[src/core/ilc_pkg.sv]
`default_nettype none
package ilc_pkg;
    localparam int          CLK_MHZ    = 100;
    localparam int          TICK_US    = 1000;
    localparam int          TICK_CYC   = TICK_US * CLK_MHZ;
    localparam int          ADDR_W     = 8;
    localparam logic [7:0]  CFG_ADDR   = 8'h14;
    localparam int          SEL1_LSB   = 12;
    localparam int          SEL2_LSB   = 8;
    localparam int          SEL3_LSB   = 4;
    localparam int          FREQ_LSB   = 2;
    localparam int          STR_BIT    = 1;
    localparam logic [3:0]  SEL1_RST   = 4'h0;
    localparam logic [3:0]  SEL2_RST   = 4'h4;
    localparam logic [3:0]  SEL3_RST   = 4'h2;
    localparam logic [1:0]  FREQ_RST   = 2'h0;
    localparam logic        STR_RST    = 1'b1;
    localparam logic [6:0]  STR0_MS    = 7'h1e;
    localparam logic [6:0]  STR1_MS    = 7'h3c;
    localparam logic [6:0]  STR2_MS    = 7'h64;
    localparam logic [7:0]  FAST_MS    = 8'h32;
    localparam logic [7:0]  SLOW_MS    = 8'hfa;
    localparam logic [3:0]  C_SPEED    = 4'h0;
    localparam logic [3:0]  C_TX       = 4'h1;
    localparam logic [3:0]  C_RX       = 4'h2;
    localparam logic [3:0]  C_COL      = 4'h3;
    localparam logic [3:0]  C_LINK     = 4'h4;
    localparam logic [3:0]  C_DUP      = 4'h5;
    localparam logic [3:0]  C_ACT      = 4'h7;
    localparam logic [3:0]  C_ON       = 4'h8;
    localparam logic [3:0]  C_OFF      = 4'h9;
    localparam logic [3:0]  C_FAST     = 4'ha;
    localparam logic [3:0]  C_SLOW     = 4'hb;
    localparam logic [3:0]  C_LR       = 4'hc;
    localparam logic [3:0]  C_LA       = 4'hd;
    localparam logic [3:0]  C_DC       = 4'he;
endpackage : ilc_pkg
`default_nettype wire

[src/core/ilc_top.sv]
// Design decisions made here: register access over Wishbone and the placing of the registers.
`timescale 1ns/1ps
`default_nettype none
// Operation
// - Third indicator select picks speed, transmit, receive, collision, link, duplex, activity.
// - Codes 1000/1001 force on/off; 1010/1011 blink fast/slow.
// - Codes 1100, 1101, 1110 give link+receive, link+activity, duplex+collision.
// - Link modes solid on with link; events blink, activity even without link.
// - Duplex/collision mode on while linked and full-duplex, blinks on collision.
// - Combined modes always stretch regardless of the stretch-enable bit.
// - Stretch time field gives 30, 60, 100 ms; 11 reserved; resets 00.
// - One stretch-enable bit governs all indicators; resets to one.
// - First indicator select is bits 15:12, resets to speed.
// - Second indicator select is bits 11:8, resets to link.
// - Configuration register sits at address 20 decimal, 14 hex.
module ilc_top #(
    parameter int TICK_CYC_P = ilc_pkg::TICK_CYC
) (
    // Clock and reset.
    input  wire logic                        ref_clk_i,
    input  wire logic                        rstn_i,
    // Wishbone slave.
    input  wire logic [ilc_pkg::ADDR_W-1:0]  wb_adr_i,
    input  wire logic [31:0]                 wb_dat_i,
    input  wire logic [3:0]                  wb_sel_i,
    input  wire logic                        wb_we_i,
    input  wire logic                        wb_cyc_i,
    input  wire logic                        wb_stb_i,
    output logic [31:0]                      wb_dat_o,
    output logic                             wb_ack_o,
    // Transceiver status.
    input  wire logic                        speed_i,
    input  wire logic                        tx_i,
    input  wire logic                        rx_i,
    input  wire logic                        col_i,
    input  wire logic                        link_i,
    input  wire logic                        duplex_i,
    // Indicator drives, high means lamp on.
    output logic                             ind1_o,
    output logic                             ind2_o,
    output logic                             ind3_o
);
    import ilc_pkg::*;

    localparam int DW = $clog2(TICK_CYC_P + 1);

    logic [15:0]    cfg_reg;
    logic [15:0]    cfg_next;
    logic           ack_reg;
    logic           ack_next;
    logic [31:0]    dat_reg;
    logic [31:0]    dat_next;
    logic [DW-1:0]  div_reg;
    logic [DW-1:0]  div_next;
    logic           tick_reg;
    logic           tick_next;
    logic [7:0]     fcnt_reg;
    logic [7:0]     fcnt_next;
    logic [7:0]     scnt_reg;
    logic [7:0]     scnt_next;
    logic           fb_reg;
    logic           fb_next;
    logic           sb_reg;
    logic           sb_next;
    logic [2:0][6:0] cnt_reg;
    logic [2:0][6:0] cnt_next;
    logic [2:0]     ind_reg;
    logic [2:0]     ind_next;
    logic [2:0][3:0] sel_w;
    logic [2:0]     ev_w;
    logic [2:0]     held_w;
    logic           hit;
    logic           adr_ok;
    logic           str_en;

    function automatic logic ev_of(input logic [3:0] c, input logic tx,
                                   input logic rx, input logic co);
        case (c)
            C_TX:    ev_of = tx;
            C_RX:    ev_of = rx;
            C_COL:   ev_of = co;
            C_ACT:   ev_of = rx | tx;
            C_LR:    ev_of = rx;
            C_LA:    ev_of = rx | tx;
            C_DC:    ev_of = co;
            default: ev_of = 1'b0;
        endcase
    endfunction : ev_of

    function automatic logic is_comb(input logic [3:0] c);
        is_comb = (c == C_LR) || (c == C_LA) || (c == C_DC);
    endfunction : is_comb

    function automatic logic [6:0] str_len(input logic [1:0] f);
        case (f)
            2'h0:    str_len = STR0_MS;
            2'h1:    str_len = STR1_MS;
            default: str_len = STR2_MS;
        endcase
    endfunction : str_len

    assign sel_w[0] = cfg_reg[SEL1_LSB +: 4];
    assign sel_w[1] = cfg_reg[SEL2_LSB +: 4];
    assign sel_w[2] = cfg_reg[SEL3_LSB +: 4];
    assign str_en   = cfg_reg[STR_BIT];
    assign hit      = wb_cyc_i & wb_stb_i & ~ack_reg;
    assign adr_ok   = (wb_adr_i == CFG_ADDR);

    // Register bus: one answer per request, registered one clock later, bit 0 kept at zero.
    always_comb begin
        cfg_next = cfg_reg;
        ack_next = hit;
        dat_next = 32'h0;
        if (hit && adr_ok) begin
            if (wb_we_i) begin
                if (wb_sel_i[0]) begin
                    cfg_next[7:1] = wb_dat_i[7:1];
                end
                if (wb_sel_i[1]) begin
                    cfg_next[15:8] = wb_dat_i[15:8];
                end
            end else begin
                dat_next = {16'h0, cfg_reg[15:1], 1'b0};
            end
        end
    end

    always_ff @(posedge ref_clk_i or negedge rstn_i) begin
        if (!rstn_i) begin
            cfg_reg <= {SEL1_RST, SEL2_RST, SEL3_RST, FREQ_RST, STR_RST, 1'b0};
            ack_reg <= 1'b0;
            dat_reg <= 32'h0;
        end else begin
            cfg_reg <= cfg_next;
            ack_reg <= ack_next;
            dat_reg <= dat_next;
        end
    end

    // Millisecond tick and the two blink rates.
    always_comb begin
        div_next  = div_reg + DW'(1);
        tick_next = 1'b0;
        fcnt_next = fcnt_reg;
        scnt_next = scnt_reg;
        fb_next   = fb_reg;
        sb_next   = sb_reg;
        if (div_reg == DW'(TICK_CYC_P - 1)) begin
            div_next  = '0;
            tick_next = 1'b1;
        end
        if (tick_reg) begin
            fcnt_next = fcnt_reg + 8'h01;
            scnt_next = scnt_reg + 8'h01;
            if (fcnt_reg == FAST_MS - 8'h01) begin
                fcnt_next = 8'h00;
                fb_next   = ~fb_reg;
            end
            if (scnt_reg == SLOW_MS - 8'h01) begin
                scnt_next = 8'h00;
                sb_next   = ~sb_reg;
            end
        end
    end

    always_ff @(posedge ref_clk_i or negedge rstn_i) begin
        if (!rstn_i) begin
            div_reg  <= '0;
            tick_reg <= 1'b0;
            fcnt_reg <= 8'h00;
            scnt_reg <= 8'h00;
            fb_reg   <= 1'b0;
            sb_reg   <= 1'b0;
        end else begin
            div_reg  <= div_next;
            tick_reg <= tick_next;
            fcnt_reg <= fcnt_next;
            scnt_reg <= scnt_next;
            fb_reg   <= fb_next;
            sb_reg   <= sb_next;
        end
    end

    // Per-indicator stretch timer and source selection.
    always_comb begin
        cnt_next = cnt_reg;
        ind_next = ind_reg;
        ev_w     = '0;
        held_w   = '0;
        for (int i = 0; i < 3; i++) begin
            ev_w[i] = ev_of(sel_w[i], tx_i, rx_i, col_i);
            if (ev_w[i] && (str_en || is_comb(sel_w[i]))) begin
                cnt_next[i] = str_len(cfg_reg[FREQ_LSB +: 2]);
            end else if (tick_reg && cnt_reg[i] != 7'h00) begin
                cnt_next[i] = cnt_reg[i] - 7'h01;
            end
            held_w[i] = ev_w[i] |
                        ((str_en | is_comb(sel_w[i])) & (cnt_reg[i] != 7'h00));
            case (sel_w[i])
                C_SPEED: ind_next[i] = speed_i;
                C_TX:    ind_next[i] = held_w[i];
                C_RX:    ind_next[i] = held_w[i];
                C_COL:   ind_next[i] = held_w[i];
                C_LINK:  ind_next[i] = link_i;
                C_DUP:   ind_next[i] = duplex_i;
                C_ACT:   ind_next[i] = held_w[i];
                C_ON:    ind_next[i] = 1'b1;
                C_OFF:   ind_next[i] = 1'b0;
                C_FAST:  ind_next[i] = fb_reg;
                C_SLOW:  ind_next[i] = sb_reg;
                C_LR:    ind_next[i] = held_w[i] ? fb_reg : link_i;
                C_LA:    ind_next[i] = held_w[i] ? fb_reg : link_i;
                C_DC:    ind_next[i] = held_w[i] ? fb_reg : (link_i & duplex_i);
                default: ind_next[i] = 1'b0;
            endcase
        end
    end

    always_ff @(posedge ref_clk_i or negedge rstn_i) begin
        if (!rstn_i) begin
            cnt_reg <= '0;
            ind_reg <= '0;
        end else begin
            cnt_reg <= cnt_next;
            ind_reg <= ind_next;
        end
    end

    assign wb_dat_o = dat_reg;
    assign wb_ack_o = ack_reg;
    assign ind1_o   = ind_reg[0];
    assign ind2_o   = ind_reg[1];
    assign ind3_o   = ind_reg[2];
endmodule : ilc_top
`default_nettype wire

[config.mk]
export PLATFORM = sky130hd
export DESIGN_NAME = ilc_top
export DESIGN_NICKNAME = d
export VERILOG_FILES = /design/src/core/ilc_pkg.sv /design/src/core/ilc_top.sv
export SDC_FILE = /design/constraint.sdc
export NUM_CORES = 1
export LEC_CHECK = 0
export BUFFER_PORTS_ARGS = -buffer_cell sky130_fd_sc_hd__buf_2
export CAP_MARGIN = 20
export CORE_MARGIN = 3
export CORE_UTILIZATION = 35
export DETAILED_ROUTE_END_ITERATION = 7
export PLACE_DENSITY_LB_ADDON = 0.05
export SYNTH_ARGS = -nofsm -noshare
export SYNTH_HDL_FRONTEND = slang
export SYNTH_SLANG_ARGS = --single-unit
[constraint.sdc]
create_clock -name ref_clk_i -period 3.75 [get_ports ref_clk_i]
set_input_delay 0.1875 -clock ref_clk_i [delete_from_list [all_inputs] [get_ports ref_clk_i]]
set_output_delay 0.1875 -clock ref_clk_i [all_outputs]
set_load 0.02 [all_outputs]
Yosys cells after proc, flatten, opt, wreduce, memory -nomap -nowiden
Index checks and enable logic that the tools add are counted.

storage, ports and cells
  bits in registers = 108
  input bits = 55
  output and inout bits = 36
  logic and storage cells = 147

operators by class
  $add $sub $neg = 6
  equal/unequal tests = 41
  multiplexer cells = 25
  bitwise gates (word level) = 16
  reduce and logical (&&, ||, !) cells = 45

operators by type and width
  operator                                                             count
  4-bit == test (second input constant)                                18
  7-bit 2-to-1 mux                                                     6
  4-bit by 3-bit == test with 1-bit output (second input constant)     9
  32-bit 2-to-1 mux                                                    1
  1-bit case mux with 9 select lines                                   3
  4-bit by 2-bit == test with 1-bit output (second input constant)     6
  2-bit OR reduction                                                   12
  7-bit nonzero test                                                   3
  7-bit by 1-bit subtractor with 7-bit output (second input constant)  3
  17-bit by 1-bit adder with 17-bit output (second input constant)     1
  17-bit == test (second input constant)                               1
  17-bit 2-to-1 mux                                                    1
  8-bit by 1-bit adder with 8-bit output (second input constant)       2
  16-bit 2-to-1 mux                                                    1
  8-bit 2-to-1 mux                                                     2
  7-bit case mux with 2 select lines                                   1
  4-bit by 1-bit == test with 1-bit output (second input constant)     3
  4-bit logical NOT                                                    3
  1-bit case mux with 4 select lines                                   3
  4-bit OR reduction                                                   3
  1-bit logical OR                                                     9
  8-bit by 5-bit == test with 1-bit output (second input constant)     1
  8-bit by 6-bit == test with 1-bit output (second input constant)     1
  8-bit == test (second input constant)                                1
  10 further kinds                                                     39

Longest topological paths before layout
  word-level depth = 8
  depth in mapped cells = 7
  mapped depth without buffers = 7

Worst setup path after synthesis
No wires, ideal clock.

  path type = flip-flop to flip-flop
  start point = register cfg_reg[10]
  end point = register cnt_reg[12] in the netlist's numbering
  library setup time = 0.125 ns
  arrival = 1.751 ns
  required time = 3.625 ns
  setup slack = 1.874 ns
  cell stages (with the launch flop) = 7
  path buffers = 1
  period minus slack after synthesis = 1.876 ns
  cells stage by stage = dfstp_2 buf_6 or4b_1 o31a_1 o211a_4 nor2_8 mux2_4

between the ends
  longest elaborated chain between the ends = 6
  elaborated cells on any way between the ends = 17
  those cells by class = eq/ne (7); mux (2); reduce/logical (8)

RTL lines
  element                                                                RTL line        text
  start, declared                                                        ilc_top.sv:47   logic [15:0] cfg_reg;
  start signal, assigned                                                 ilc_top.sv:130  cfg_reg <= {SEL1_RST, SEL2_RST, SEL3_RST, FREQ_RST, STR_RST, 1'b0};
  start signal, assigned                                                 ilc_top.sv:134  cfg_reg <= cfg_next;
  parallel branches: the longest is 4 deep, another holds 4-bit == test  -
  1-bit logical AND *                                                    ilc_top.sv:192  if (ev_w[i] && (str_en || is_comb(sel_w[i]))) begin
  7-bit 2-to-1 mux / 2-bit nonzero test (equally long branches)          -
  end signal, assigned                                                   ilc_top.sv:224  cnt_reg <= cnt_next;
  end, declared                                                          ilc_top.sv:65   logic [2:0][6:0] cnt_reg;

Every way passes the cells marked *.
A chain may end at the register's enable or synchronous reset.

Final worst setup path
  start point = register cfg_reg[5]
  end point = register cnt_reg[15] in the netlist's numbering

Same word-level chain as after synthesis.

==> flow_metrics.py <==
metrics = {
    "sta": {
        "max-slew-margin-rel": 0.371,
        "worst_hold_slack_ns": -0.0187,
        "maxSlewViolCount": 0,
        "setup_tns_ns": 0,
        "worst_pin_slew_ns": 0.944,
        "clock.fmax_mhz": 443,
        "skew_ns": 0.00692,
        "setup_violations": 0,
        "hold_viol": 24,
        "min_period_ns": 2.26,
        "min_period_over_period": 0.602,
        "grt_setup_unrepaired": "false",
    },
    "cts": {
        "cts.path.max_buffers": 2,
        "postCtsHoldBufs": 0,
        "cts_tree": "yes",
        "clkTransAtPathRegs_ns": 0.07,
        "cts_root_buffer": "clkbuf_16",
        "ctsResizeCount": 0,
        "cts_buffers": 9,
        "insertion_delay_ns": 0.35,
        "cts.sink_count": 91,
        "cts_max_level": 3,
        "cts_setup_buffers": 0,
    },
    "global_routing": {
        "overflow": 0,
        "grt_util_all_layers": 0.136,
        "antenna_found_initial": 0,
        "grt_pass1_wl_mm": 17.3,
        "grt_pass1_vias": 3518,
        "grt_max_degree": 75,
    },
    "die": {
        "die_h_um": 125,
        "dieArea_sq_um": 15600,
        "core_area_sq_um": 13500,
        "chipWidth_um": 125,
        "start_util": 0.366,
        "ios": 91,
        "rows": 42,
    },
    "power_and_ir_drop": {
        "internal_power_w": 0.00163,
        "clkPwrFrac": 0.485,
        "p_sw_frac": 0.216,
        "finalPower_w": 0.00208,
        "pwr_density_cell_nw_per_um2": 370,
        "seqPwrFrac": 0.475,
        "comb_power_share": 0.039,
        "p_leak_nw": 2.54,
        "ir_drop_v": 0.000274,
        "p_sw_w": 0.000450,
    },
    "detailed_routing": {
        "drtIter0Drc": 206,
        "wl_met1_mm": 4.93,
        "dr_wl_met3_um": 429,
        "routed_wl_mm": 10.1,
        "vias": 3517,
        "routed.top_layer": "met4",
        "wl_met2_mm": 4.61,
        "via_per_inst": 4.93,
        "routedWlPerCell_um": 14.2,
        "drtAntennaViolNets": 0,
        "drcViolationCount": 0,
        "firstDrtPassIters": 4,
    },
    "setup_path": {
        "cp.arrival_ns": 2.49,
        "crit_buf_inv": 0,
        "rr_endpoint": "cnt_reg[15]",
        "reg2reg_setup_slack_ns": 1.49,
        "crit_type": "flop to flop",
        "reg2reg_from": "cfg_reg[5]",
        "startpoint_type": "flop",
        "cp_top_family": "flip-flops",
        "crit_required_ns": 3.99,
        "crit_path_max_fanout": 14,
        "slowest_delay_ns": 0.67,
        "r2r_cells": 5,
        "worst_setup_path_end_kind": "flop",
        "crit_chain": "mux2i_1 > o32ai_1 > a311oi_1 > or2_1 > mux2_1",
        "slowest_stage": "dfstp_2",
    },
    "yosys": {
        "yosysSeqAreaShare": 0.461,
        "ys.flop_type": "dfrtp_1",
        "post-synth-top-count-cell": "dfrtp_1",
        "yosys.cell_types.count": 62,
        "async_flop_share": 1.00,
        "yosys.area.top_type": "dfrtp_1",
        "syn-instance-count": 487,
        "synth_area_sq_um": 4950,
        "synth_top_area_share": 0.445,
        "synth_edf_count": 0,
        "ys_warn_count": 0,
        "ys_top_cells_by_count": "dfrtp_1 (88), nor2_1 (35), nand2_1 (33)",
        "syn_area_per_cell_sq_um": 10.2,
        "ys_ff_latch": 91,
        "yosys-top-cells-area": "dfrtp_1 (45%), mux2_2 (4.3%), mux2i_1 (3.4%), xor2_1 (3.4%), xnor2_1 (3.0%)",
    },
    "final_layout": {
        "drive_gt1_frac": 0.201,
        "n_antenna_cell": 0,
        "syn_to_final_growth_pct": 13.8,
        "final_nets": 599,
        "nFillCells": 1346,
        "largest_reg_flops": 21,
    },
    "flow_run": {
        "max_cap_viol_count": 0,
    },
    "hold_path": {
        "holdCritPathClass": "input pin to async pin",
    },
    "placement": {
        "port_buffers": 54,
        "routabilityCongestion": 0.791,
        "dp_hpwl_mm": 7.25,
    },
    "outcome": {
        "violations": "negative hold slack",
        "status": "complete, but fails checks",
    },
}
[metrics by stage]
stage | instances | hold WS, ns | worst slack [ns] | utilization | instance area, sq um
after floorplan | 503 | -0.108 | 1.87 | - | 5010
after global placement | 698 | 0.415 | 1.56 | 0.392 | 5290
after detailed placement | 698 | 0.410 | 1.51 | 0.392 | 5290
after CTS | 714 | 0.0263 | 1.51 | 0.417 | 5630
after global routing | 714 | 0.0480 | 1.36 | 0.417 | 5630
final | 714 | -0.0187 | 1.49 | 0.417 | 5630
[layout by cell type, fill, tap and decap left out, types with 10 or more instances in the layout]
master,synthesis,layout
xor2_1,19,19
o21ai_0,24,24
ha_1,11,11
mux2_2,19,19
dfrtp_1,88,88
nand2_1,33,33
nand3_1,17,17
inv_1,20,20
nor3_1,20,20
nor2_1,35,35
conb_1,1,17
nand4_1,11,11
xnor2_1,17,17
mux2i_1,17,17
and2_1,10,10
buf_2,6,53
[area by class of cell]
type	instances	area, sq um	area share
Clock buffer	11	253	0.0449
Sequential cell	91	2280	0.405
Clock inverter	5	85.1	0.0151
Timing Repair Buffer	56	288	0.0511
Tap cell	176	220	0.0391
Multi-Input combinational cell	355	2430	0.431
Inverter	20	75.1	0.0133
[how the worst max path moves through the flow]
| stage | from | end | slack, ns | cells past startpoint |
|---|---|---|---|---|
| finish | cfg_reg[5] | cnt_reg[15] | 1.49 | 5 |
| global route | cfg_reg[5] | cnt_reg[15] | 1.36 | 5 |
| CTS | cfg_reg[5] | cnt_reg[15] | 1.51 | 5 |
| detailed placement | cfg_reg[5] | cnt_reg[20] | 1.51 | 5 |
| global placement | cfg_reg[5] | cnt_reg[20] | 1.56 | 5 |
| floorplan | cfg_reg[10] | cnt_reg[12] | 1.87 | 6 |
[per-layer routing]
metal / global-route usage / vias up
li1: - / 1771
met1: 0.181 / 1678
met2: 0.209 / 57
met3: 0.0416 / 11
met4: 0.0478 / 0
met5: 0 / -
[logic make-up (layout without fill, tap and decap cells)]
logic type	after synthesis	in the layout	synth area share
compound gates	68	68	0.0921
xor+xnor	36	36	0.0637
fa+ha+maj	13	13	0.0319
buf+inv	57	92	0.0600
flops	91	91	0.461
mux	40	40	0.0883
other cells	1	17	0.000758
simple gates	181	181	0.202
[power by group through the flow]
stage	Combinational (W)	Clock, W	Sequential, W
floorplan	0.0000481	0	0.00101
global placement	0.0000836	0	0.00101
detailed placement	0.0000842	0	0.00101
CTS	0.0000843	0.00105	0.000990
global route	0.0000929	0.00110	0.000990
finish	0.0000818	0.00101	0.000990
(Power assumes the default switching activity.)
